`src/cbc_pkg.sv`:
```
// Purpose: Shared constants and carriers for the card bridge config group
// Assumes: Config accesses arrive as one-cycle strobes on the PCI clock
// Notes: Offsets are config-space byte addresses
package cbc_pkg;
    localparam logic [7:0] CBC_OFF_INT_PIN = 8'h3D;
    localparam logic [7:0] CBC_OFF_BRIDGE = 8'h3E;
    localparam logic [7:0] CBC_OFF_SUB_VENDOR = 8'h40;
    localparam logic [7:0] CBC_OFF_SUB_ID = 8'h42;
    localparam logic [7:0] CBC_OFF_LEGACY = 8'h44;
    localparam logic [7:0] CBC_OFF_SYS_CTRL = 8'h80;

    localparam int CBC_SYS_TIE_BIT = 29;
    localparam int CBC_SYS_UNLOCK_BIT = 5;
    localparam logic [31:0] CBC_SYS_CTRL_RESET = 32'h0844_9060;

    localparam logic [7:0] CBC_PIN_LINE_A = 8'h01;
    localparam logic [7:0] CBC_PIN_LINE_B = 8'h02;

    localparam logic [15:0] CBC_BRIDGE_RESET = 16'h0340;
    localparam logic [15:0] CBC_BRIDGE_WMASK = 16'h07EF;
    localparam logic [15:0] CBC_SUB_RESET = 16'h0000;
    localparam logic [31:0] CBC_LEGACY_RESET = 32'h0000_0001;
    localparam logic [31:0] CBC_LEGACY_WMASK = 32'hFFFF_FFFE;

    // Bridge control field layout, bit 15 first
    typedef struct packed {
        logic [4:0] rsvd_hi;
        logic write_post_enable;
        logic window1_prefetchable;
        logic window0_prefetchable;
        logic card_irq_route_select;
        logic card_reset_ctl;
        logic master_abort_report_mode;
        logic rsvd_4;
        logic vga_forward_enable;
        logic isa_alias_filter_enable;
        logic card_system_error_forward;
        logic card_parity_error_report;
    } cbc_bridge_t;

    // Configuration access from the host
    typedef struct packed {
        logic wr;
        logic rd;
        logic [7:0] addr;
        logic [3:0] be;
        logic [31:0] wdata;
    } cbc_cfg_req_t;

    // Decoded controls toward the data path
    typedef struct packed {
        logic write_post_enable;
        logic window1_prefetchable;
        logic window0_prefetchable;
        logic card_irq_route_select;
        logic master_abort_report_mode;
        logic vga_forward_enable;
        logic isa_alias_filter_enable;
        logic card_system_error_forward;
        logic card_parity_error_report;
    } cbc_ctrl_t;
endpackage
```
`src/cbc_addr_filter.sv`:
```
// Purpose: Forwarding decision for host I/O and memory addresses
// Assumes: Address is a 32-bit host address, qualified by is_io
// Notes: Combinational; the caller registers the result
`timescale 1ns/1ps
module cbc_addr_filter (
    // Address
    input wire logic [31:0] addr_i,
    input wire logic is_io_i,
    // Controls
    input wire logic vga_en_i,
    input wire logic isa_en_i,
    input wire logic [31:0] legacy_base_i,
    // Results
    output logic vga_hit_o,
    output logic isa_block_o,
    output logic legacy_index_o,
    output logic legacy_data_o
);
    logic vga_mem;
    logic vga_io;
    always_comb begin
        vga_mem = !is_io_i && addr_i >= 32'h000A_0000 && addr_i <= 32'h000B_FFFF;
        vga_io = is_io_i && addr_i[31:16] == 16'h0000
            && ((addr_i[9:0] >= 10'h3B0 && addr_i[9:0] <= 10'h3BB)
            || (addr_i[9:0] >= 10'h3C0 && addr_i[9:0] <= 10'h3DF));
        vga_hit_o = vga_en_i && (vga_mem || vga_io);
        // Upper 768 bytes of each 1K in the low 64K
        isa_block_o = isa_en_i && is_io_i && addr_i[31:16] == 16'h0000
            && addr_i[9:8] != 2'b00;
        legacy_index_o = is_io_i && addr_i == {legacy_base_i[31:1], 1'b0};
        legacy_data_o = is_io_i && addr_i == {legacy_base_i[31:1], 1'b1};
    end
endmodule // cbc_addr_filter

```
`src/cbc_config_regs.sv`:
```
// Purpose: Card bridge configuration register group
// Assumes: Host config strobes and card events are synchronous to ref_clk_i
// Notes: Global reset loads all reset values; host bus reset spares the card reset bit
//
// Behaviour
// - Pin register 01h; function 1 depends tie
// - Tie bit merges second interrupt onto first
// - Bridge bits 15-11 and 4 read zero
// - Bit 10 enables burst write posting
// - Bits 9,8 select window prefetchability
// - Bit 7 routes card functional interrupts
// - Bit 6 drives card reset, global reset sets
// - Host bus reset also asserts card reset
// - Card reset bit kept through host bus reset
// - Bit 5 turns master abort into target abort
// - Bit 3 forwards VGA addresses to card
// - Bit 2 blocks upper 768 of 1K
// - Bit 1 forwards card system error to SERR
// - Bit 0 reports card parity errors
// - Subsystem ids writable only while unlocked
// - Subsystem ids load from ROM after reset
// - Legacy base is index, base+1 data
// - Legacy base bit 0 reads one
`timescale 1ns/1ps
module cbc_config_regs (
    // Clock and resets
    input wire logic ref_clk_i,
    input wire logic reset_n_i,
    input wire logic host_bus_reset_n_i,
    // Config access
    input wire cbc_pkg::cbc_cfg_req_t cfg_req_i,
    input wire logic cfg_func_i,
    output logic [31:0] cfg_rdata_o,
    output logic cfg_ack_o,
    // Optional ROM load
    input wire logic rom_present_i,
    input wire logic rom_valid_i,
    input wire logic [15:0] rom_vendor_i,
    input wire logic [15:0] rom_sub_id_i,
    // Interrupts
    input wire logic int_line_a_i,
    input wire logic int_line_b_i,
    output logic int_a_o,
    output logic int_b_o,
    // Card side events
    input wire logic card_master_abort_i,
    input wire logic card_system_error_i,
    input wire logic card_parity_error_i,
    input wire logic serr_enable_i,
    output logic host_target_abort_o,
    output logic host_serr_o,
    output logic card_parity_error_o,
    output logic card_reset_out_o,
    // Address filter
    input wire logic [31:0] fwd_addr_i,
    input wire logic fwd_is_io_i,
    output logic vga_forward_o,
    output logic isa_block_o,
    output logic legacy_index_hit_o,
    output logic legacy_data_hit_o,
    output cbc_pkg::cbc_ctrl_t ctrl_o
);
    import cbc_pkg::*;

    typedef struct packed {
        cbc_bridge_t bridge;
        logic [31:0] sys_ctrl;
        logic [15:0] sub_vendor;
        logic [15:0] sub_id;
        logic [31:0] legacy;
        logic rom_wait;
        logic [31:0] rdata;
        logic ack;
        logic int_a;
        logic int_b;
        logic target_abort;
        logic serr;
        logic perr;
        logic card_reset;
        logic vga;
        logic isa;
        logic lidx;
        logic ldat;
        cbc_ctrl_t ctrl;
    } cbc_state_t;

    cbc_state_t state_reg;
    cbc_state_t state_next;
    logic vga_hit;
    logic isa_hit;
    logic lidx_hit;
    logic ldat_hit;

    // Byte-enable merge of a write into a word
    function automatic logic [31:0] merge_be(input logic [31:0] old_v,
            input logic [31:0] new_v, input logic [3:0] be, input logic [31:0] wmask);
        logic [31:0] res;
        res = old_v;
        for (int i = 0; i < 4; i++) begin
            if (be[i]) begin
                res[i*8 +: 8] = new_v[i*8 +: 8];
            end
        end
        merge_be = (res & wmask) | (old_v & ~wmask);
    endfunction

    cbc_addr_filter u_filter (
        .addr_i(fwd_addr_i),
        .is_io_i(fwd_is_io_i),
        .vga_en_i(state_reg.bridge.vga_forward_enable),
        .isa_en_i(state_reg.bridge.isa_alias_filter_enable),
        .legacy_base_i(state_reg.legacy),
        .vga_hit_o(vga_hit),
        .isa_block_o(isa_hit),
        .legacy_index_o(lidx_hit),
        .legacy_data_o(ldat_hit)
    );

    always_comb begin
        logic [31:0] word;
        logic [31:0] bridge_word;
        logic unlocked;
        logic tie;
        word = 32'h0000_0000;
        bridge_word = 32'h0000_0000;
        state_next = state_reg;
        tie = state_reg.sys_ctrl[CBC_SYS_TIE_BIT];
        unlocked = !state_reg.sys_ctrl[CBC_SYS_UNLOCK_BIT];
        state_next.ack = cfg_req_i.rd || cfg_req_i.wr;

        // Reads: word at 3Ch holds line (unused, 0), pin, bridge control
        if (cfg_req_i.rd) begin
            unique case (cfg_req_i.addr)
                CBC_OFF_INT_PIN & 8'hFC: begin
                    word[15:8] = (cfg_func_i && !tie) ? CBC_PIN_LINE_B
                        : CBC_PIN_LINE_A;
                    if (!cfg_func_i) begin
                        word[31:16] = 16'(state_reg.bridge) & CBC_BRIDGE_WMASK;
                    end
                end
                CBC_OFF_SUB_VENDOR: word = {state_reg.sub_id, state_reg.sub_vendor};
                CBC_OFF_LEGACY: word = {state_reg.legacy[31:1], 1'b1};
                CBC_OFF_SYS_CTRL: word = state_reg.sys_ctrl;
                default: word = 32'h0000_0000;
            endcase
            state_next.rdata = word;
        end

        // Writes: function 0 only, dropped during host bus reset
        if (cfg_req_i.wr && !cfg_func_i && host_bus_reset_n_i) begin
            unique case (cfg_req_i.addr)
                CBC_OFF_INT_PIN & 8'hFC: begin
                    bridge_word = merge_be({16'(state_reg.bridge), 16'h0000},
                        cfg_req_i.wdata, cfg_req_i.be, {CBC_BRIDGE_WMASK, 16'h0000});
                    state_next.bridge = cbc_bridge_t'(bridge_word[31:16]);
                end
                CBC_OFF_SUB_VENDOR: begin
                    if (unlocked) begin
                        word = merge_be({state_reg.sub_id, state_reg.sub_vendor},
                            cfg_req_i.wdata, cfg_req_i.be, 32'hFFFF_FFFF);
                        state_next.sub_vendor = word[15:0];
                        state_next.sub_id = word[31:16];
                    end
                end
                CBC_OFF_LEGACY: begin
                    state_next.legacy = merge_be(state_reg.legacy, cfg_req_i.wdata,
                        cfg_req_i.be, CBC_LEGACY_WMASK);
                end
                CBC_OFF_SYS_CTRL: begin
                    state_next.sys_ctrl = merge_be(state_reg.sys_ctrl, cfg_req_i.wdata,
                        cfg_req_i.be, 32'hFFFF_FFFF);
                end
                default: begin
                end
            endcase
        end

        // ROM load after reset
        if (state_reg.rom_wait) begin
            if (!rom_present_i) begin
                state_next.rom_wait = 1'b0;
            end else if (rom_valid_i) begin
                state_next.sub_vendor = rom_vendor_i;
                state_next.sub_id = rom_sub_id_i;
                state_next.rom_wait = 1'b0;
            end
        end

        // Host bus reset: restores bridge control except card reset bit, and legacy base
        // Applied before card reset and ctrl are derived so they see the reset values
        if (!host_bus_reset_n_i) begin
            state_next.bridge = cbc_bridge_t'(CBC_BRIDGE_RESET);
            state_next.bridge.card_reset_ctl = state_reg.bridge.card_reset_ctl;
            state_next.legacy = CBC_LEGACY_RESET;
            state_next.ack = 1'b0;
            state_next.rdata = 32'h0000_0000;
        end

        // Interrupt merging
        state_next.int_a = int_line_a_i || (tie && int_line_b_i);
        state_next.int_b = int_line_b_i && !tie;

        // Card events
        state_next.target_abort = card_master_abort_i
            && state_reg.bridge.master_abort_report_mode;
        state_next.serr = serr_enable_i && ((card_master_abort_i
            && state_reg.bridge.master_abort_report_mode)
            || (card_system_error_i && state_reg.bridge.card_system_error_forward));
        state_next.perr = card_parity_error_i
            && state_reg.bridge.card_parity_error_report;

        state_next.card_reset = state_next.bridge.card_reset_ctl
            || !host_bus_reset_n_i;

        state_next.vga = vga_hit;
        state_next.isa = isa_hit;
        state_next.lidx = lidx_hit;
        state_next.ldat = ldat_hit;
        state_next.ctrl.write_post_enable = state_next.bridge.write_post_enable;
        state_next.ctrl.window1_prefetchable = state_next.bridge.window1_prefetchable;
        state_next.ctrl.window0_prefetchable = state_next.bridge.window0_prefetchable;
        state_next.ctrl.card_irq_route_select =
            state_next.bridge.card_irq_route_select;
        state_next.ctrl.master_abort_report_mode = state_next.bridge.master_abort_report_mode;
        state_next.ctrl.vga_forward_enable = state_next.bridge.vga_forward_enable;
        state_next.ctrl.isa_alias_filter_enable = state_next.bridge.isa_alias_filter_enable;
        state_next.ctrl.card_system_error_forward = state_next.bridge.card_system_error_forward;
        state_next.ctrl.card_parity_error_report = state_next.bridge.card_parity_error_report;
    end

    always_ff @(posedge ref_clk_i) begin
        if (!reset_n_i) begin
            state_reg <= '0;
            state_reg.bridge <= cbc_bridge_t'(CBC_BRIDGE_RESET);
            state_reg.sys_ctrl <= CBC_SYS_CTRL_RESET;
            state_reg.sub_vendor <= CBC_SUB_RESET;
            state_reg.sub_id <= CBC_SUB_RESET;
            state_reg.legacy <= CBC_LEGACY_RESET;
            state_reg.rom_wait <= 1'b1;
            state_reg.card_reset <= 1'b1;
            state_reg.ctrl.window1_prefetchable <= 1'b1;
            state_reg.ctrl.window0_prefetchable <= 1'b1;
        end else begin
            state_reg <= state_next;
        end
    end

    assign cfg_rdata_o = state_reg.rdata;
    assign cfg_ack_o = state_reg.ack;
    assign int_a_o = state_reg.int_a;
    assign int_b_o = state_reg.int_b;
    assign host_target_abort_o = state_reg.target_abort;
    assign host_serr_o = state_reg.serr;
    assign card_parity_error_o = state_reg.perr;
    assign card_reset_out_o = state_reg.card_reset;
    assign vga_forward_o = state_reg.vga;
    assign isa_block_o = state_reg.isa;
    assign legacy_index_hit_o = state_reg.lidx;
    assign legacy_data_hit_o = state_reg.ldat;
    assign ctrl_o = state_reg.ctrl;
endmodule // cbc_config_regs

```
`config.mk`:
```
export PLATFORM = sky130hd
export DESIGN_NAME = cbc_config_regs
export DESIGN_NICKNAME = d
export VERILOG_FILES = /design/src/cbc_pkg.sv /design/src/cbc_addr_filter.sv /design/src/cbc_config_regs.sv
export SDC_FILE = /design/constraint.sdc
export NUM_CORES = 1
export LEC_CHECK = 0
export BUFFER_PORTS_ARGS = -buffer_cell sky130_fd_sc_hd__buf_4
export CORE_MARGIN = 3
export CORE_UTILIZATION = 48
export CTS_CLUSTER_SIZE = 12
export DETAILED_ROUTE_END_ITERATION = 16
export PLACE_DENSITY = 0.81
export SYNTH_ARGS = -nofsm -noshare
export SYNTH_HDL_FRONTEND = slang
export SYNTH_HIERARCHICAL = 1
export SYNTH_SLANG_ARGS = --single-unit
```
`constraint.sdc`:
```
create_clock -name ref_clk_i -period 2.1 [get_ports ref_clk_i]
set_input_delay 0.42 -clock ref_clk_i [delete_from_list [all_inputs] [get_ports ref_clk_i]]
set_output_delay 0.42 -clock ref_clk_i [all_outputs]
set_load 0.05 [all_outputs]
```
==> impl_metrics.tcl <==
set metrics [dict create \
    status "finished, final reports clean" \
    grt_pass1_vias 6433 \
    post-dp-hpwl_um 15800 \
    drt-total-wl_um 22000 \
    syn2layout_area_growth_pct 30.3 \
    antenna_left 0 \
    ctsHoldBuffers 0 \
    vdd_ir_drop_max_mv 0.566 \
    clk_pin_slew_worst_paths_ps 60 \
    r2r_slack_ps 290 \
    grt_busiest_layer "met2" \
    routabilityCongestion 0.891 \
    tightest_slew_ps 558 \
    required_ps 2430 \
    syn-num-nets 890 \
    clock-sinks 149 \
    crit_type "input port to flop" \
    drv_cap 0 \
    cp_max_fo 21 \
    row_count 43 \
    wl_per_cell_um 19.7 \
    antenna_cells 0 \
    finalHoldViolCount 0 \
    cp-start-kind "input port" \
    overflow 0 \
    worstReg2RegStart "state_reg[67]" \
    slowest_stage "or4b_4" \
    worstHoldStart "rom_valid_i" \
    fin_skew_ps 6.53 \
    cts_tree "done" \
    post_cts_buffers 0 \
    dp_cells 1084 \
    num_vias 6485 \
    min_to "state_reg[52]" \
    use_met2_pct 43.2 \
    yosys_warnings 6 \
    setup-violations-final 0 \
    cts_resized 0 \
    drtIter0Drc 700 \
    min_path_type "input port to flop" \
    clkLatencyLatePin_ps 430 \
    largest_reg_flops 97 \
    final_cells 1116 \
    final_nets 1046 \
    die_h_um 127 \
    cp_num_buf_inv 2 \
    drt-pass1-iter-count 6 \
    coreArea_um2 14100 \
    powerDensity_nw_per_um2 733 \
    arrival_ps 2180 \
    grt_pass1_wl_um 34000 \
    cts_buffers 17 \
    final_util_pct 65.2 \
    crit_family "simple AND/OR/NAND/NOR gates" \
    crit_chain "buf_4, or4b_4, nor3_2, buf_12, a222oi_1, a211oi_1" \
    root_buffer "clkbuf_16" \
    clock_path_buffers 2 \
    hold_slack_ps 197 \
    drc 0 \
    htreeDepth 4 \
    slowest_delay_ps 670 \
    io_buffers 174 \
    rsz0062_at_grt "false" \
    n_fill_cell 1154 \
    syn_inst 767 \
    worst_setup_path_end_kind "flop" \
    groute.usage.overall_pct 26.7 \
    syn_avg_cell_area_um2 9.23 \
    die-width_um 127 \
    grt_start_max_net_pins 65 \
    p_leak_uw 0.00362 \
    hold_depth 2 \
    r2r_end "legacy_index_hit_o" \
    period_share_pct 88.3 \
    layout_min_cycle_time_ps 1850 \
    final_cell_mix "223 x buf_4, 149 x dfxtp_1, 86 x mux2i_1, 59 x nand2_1, 53 x o21ai_0" \
    via_per_inst 5.81 \
    die-area_um2 16200 \
    antenna_found_initial 0 \
    grt_util_met3_pct 6.40 \
    start_util_pct 50.0 \
    maxSlewHeadroom_pct 62.7 \
    drv_slew 0 \
    max_freq_mhz 539 \
    drive_above_1_share_pct 29.5 \
    use_met1_pct 34.3 \
    syn-cell-area_um2 7080 \
    final_common_cell "buf_4" \
    num_io_pins 175 \
    reg2reg_depth 5 \
]
==> metrics by stage <==
stage          TNS, ps  cell area (um^2)  worst slack (ps)  total power [uW]
6_report             0              9230               246              6760
5_1_grt              0              9230               220              6940
4_1_cts              0              9230               283              6770
3_5_place_dp     -4260              8580              -122              3530
3_3_place_gp     -1900              8580             -75.3              3520
2_1_floorplan     -430              7090             -50.6              3200
==> layer usage <==
metal | wire (um) | up-vias
li1 | - | 3036
met1 | 8960 | 3061
met2 | 10500 | 338
met5 | 0 | -
met4 | 598 | 0
met3 | 1940 | 50
==> report_power, final <==
| part | leakage (uW) | internal [uW] | switching [uW] |
|---|---|---|---|
| sequential | 0.00121 | 2870 | 25.6 |
| combinational | 0.00211 | 270 | 310 |
| clock | 0.000300 | 2080 | 1210 |
==> cell type report <==
class / count / area, um^2 / area share (%)
Timing Repair Buffer: 229 / 1790 / 19.4
Clock buffer: 20 / 467 / 5.06
Sequential cell: 149 / 2980 / 32.3
Clock inverter: 12 / 176 / 1.91
Tap cell: 180 / 225 / 2.44
Inverter: 14 / 52.6 / 0.570
Multi-Input combinational cell: 512 / 3530 / 38.2
==> worst max path at each step <==
stage,from,to,slack [ps],cells past startpoint
6_report,cfg_req_i[40],cfg_rdata_o[9],250,6
5_1_grt,cfg_req_i[40],cfg_rdata_o[9],220,6
4_1_cts,cfg_req_i[40],cfg_rdata_o[9],280,6
3_5_place_dp,cfg_req_i[40],state_reg[111],-120,7
3_3_place_gp,cfg_req_i[40],state_reg[109],-80,7
2_1_floorplan,cfg_req_i[40],state_reg[61],-50,6
==> worst register-to-register path, cell delays in order (launching register included) <==
cell	delay (ps)
dfxtp_1	330
xnor2_1	280
nand4_1	180
or4_1	580
nor3_1	190
and2_1	180
Note: power is estimated with default switching activity, not from simulation.
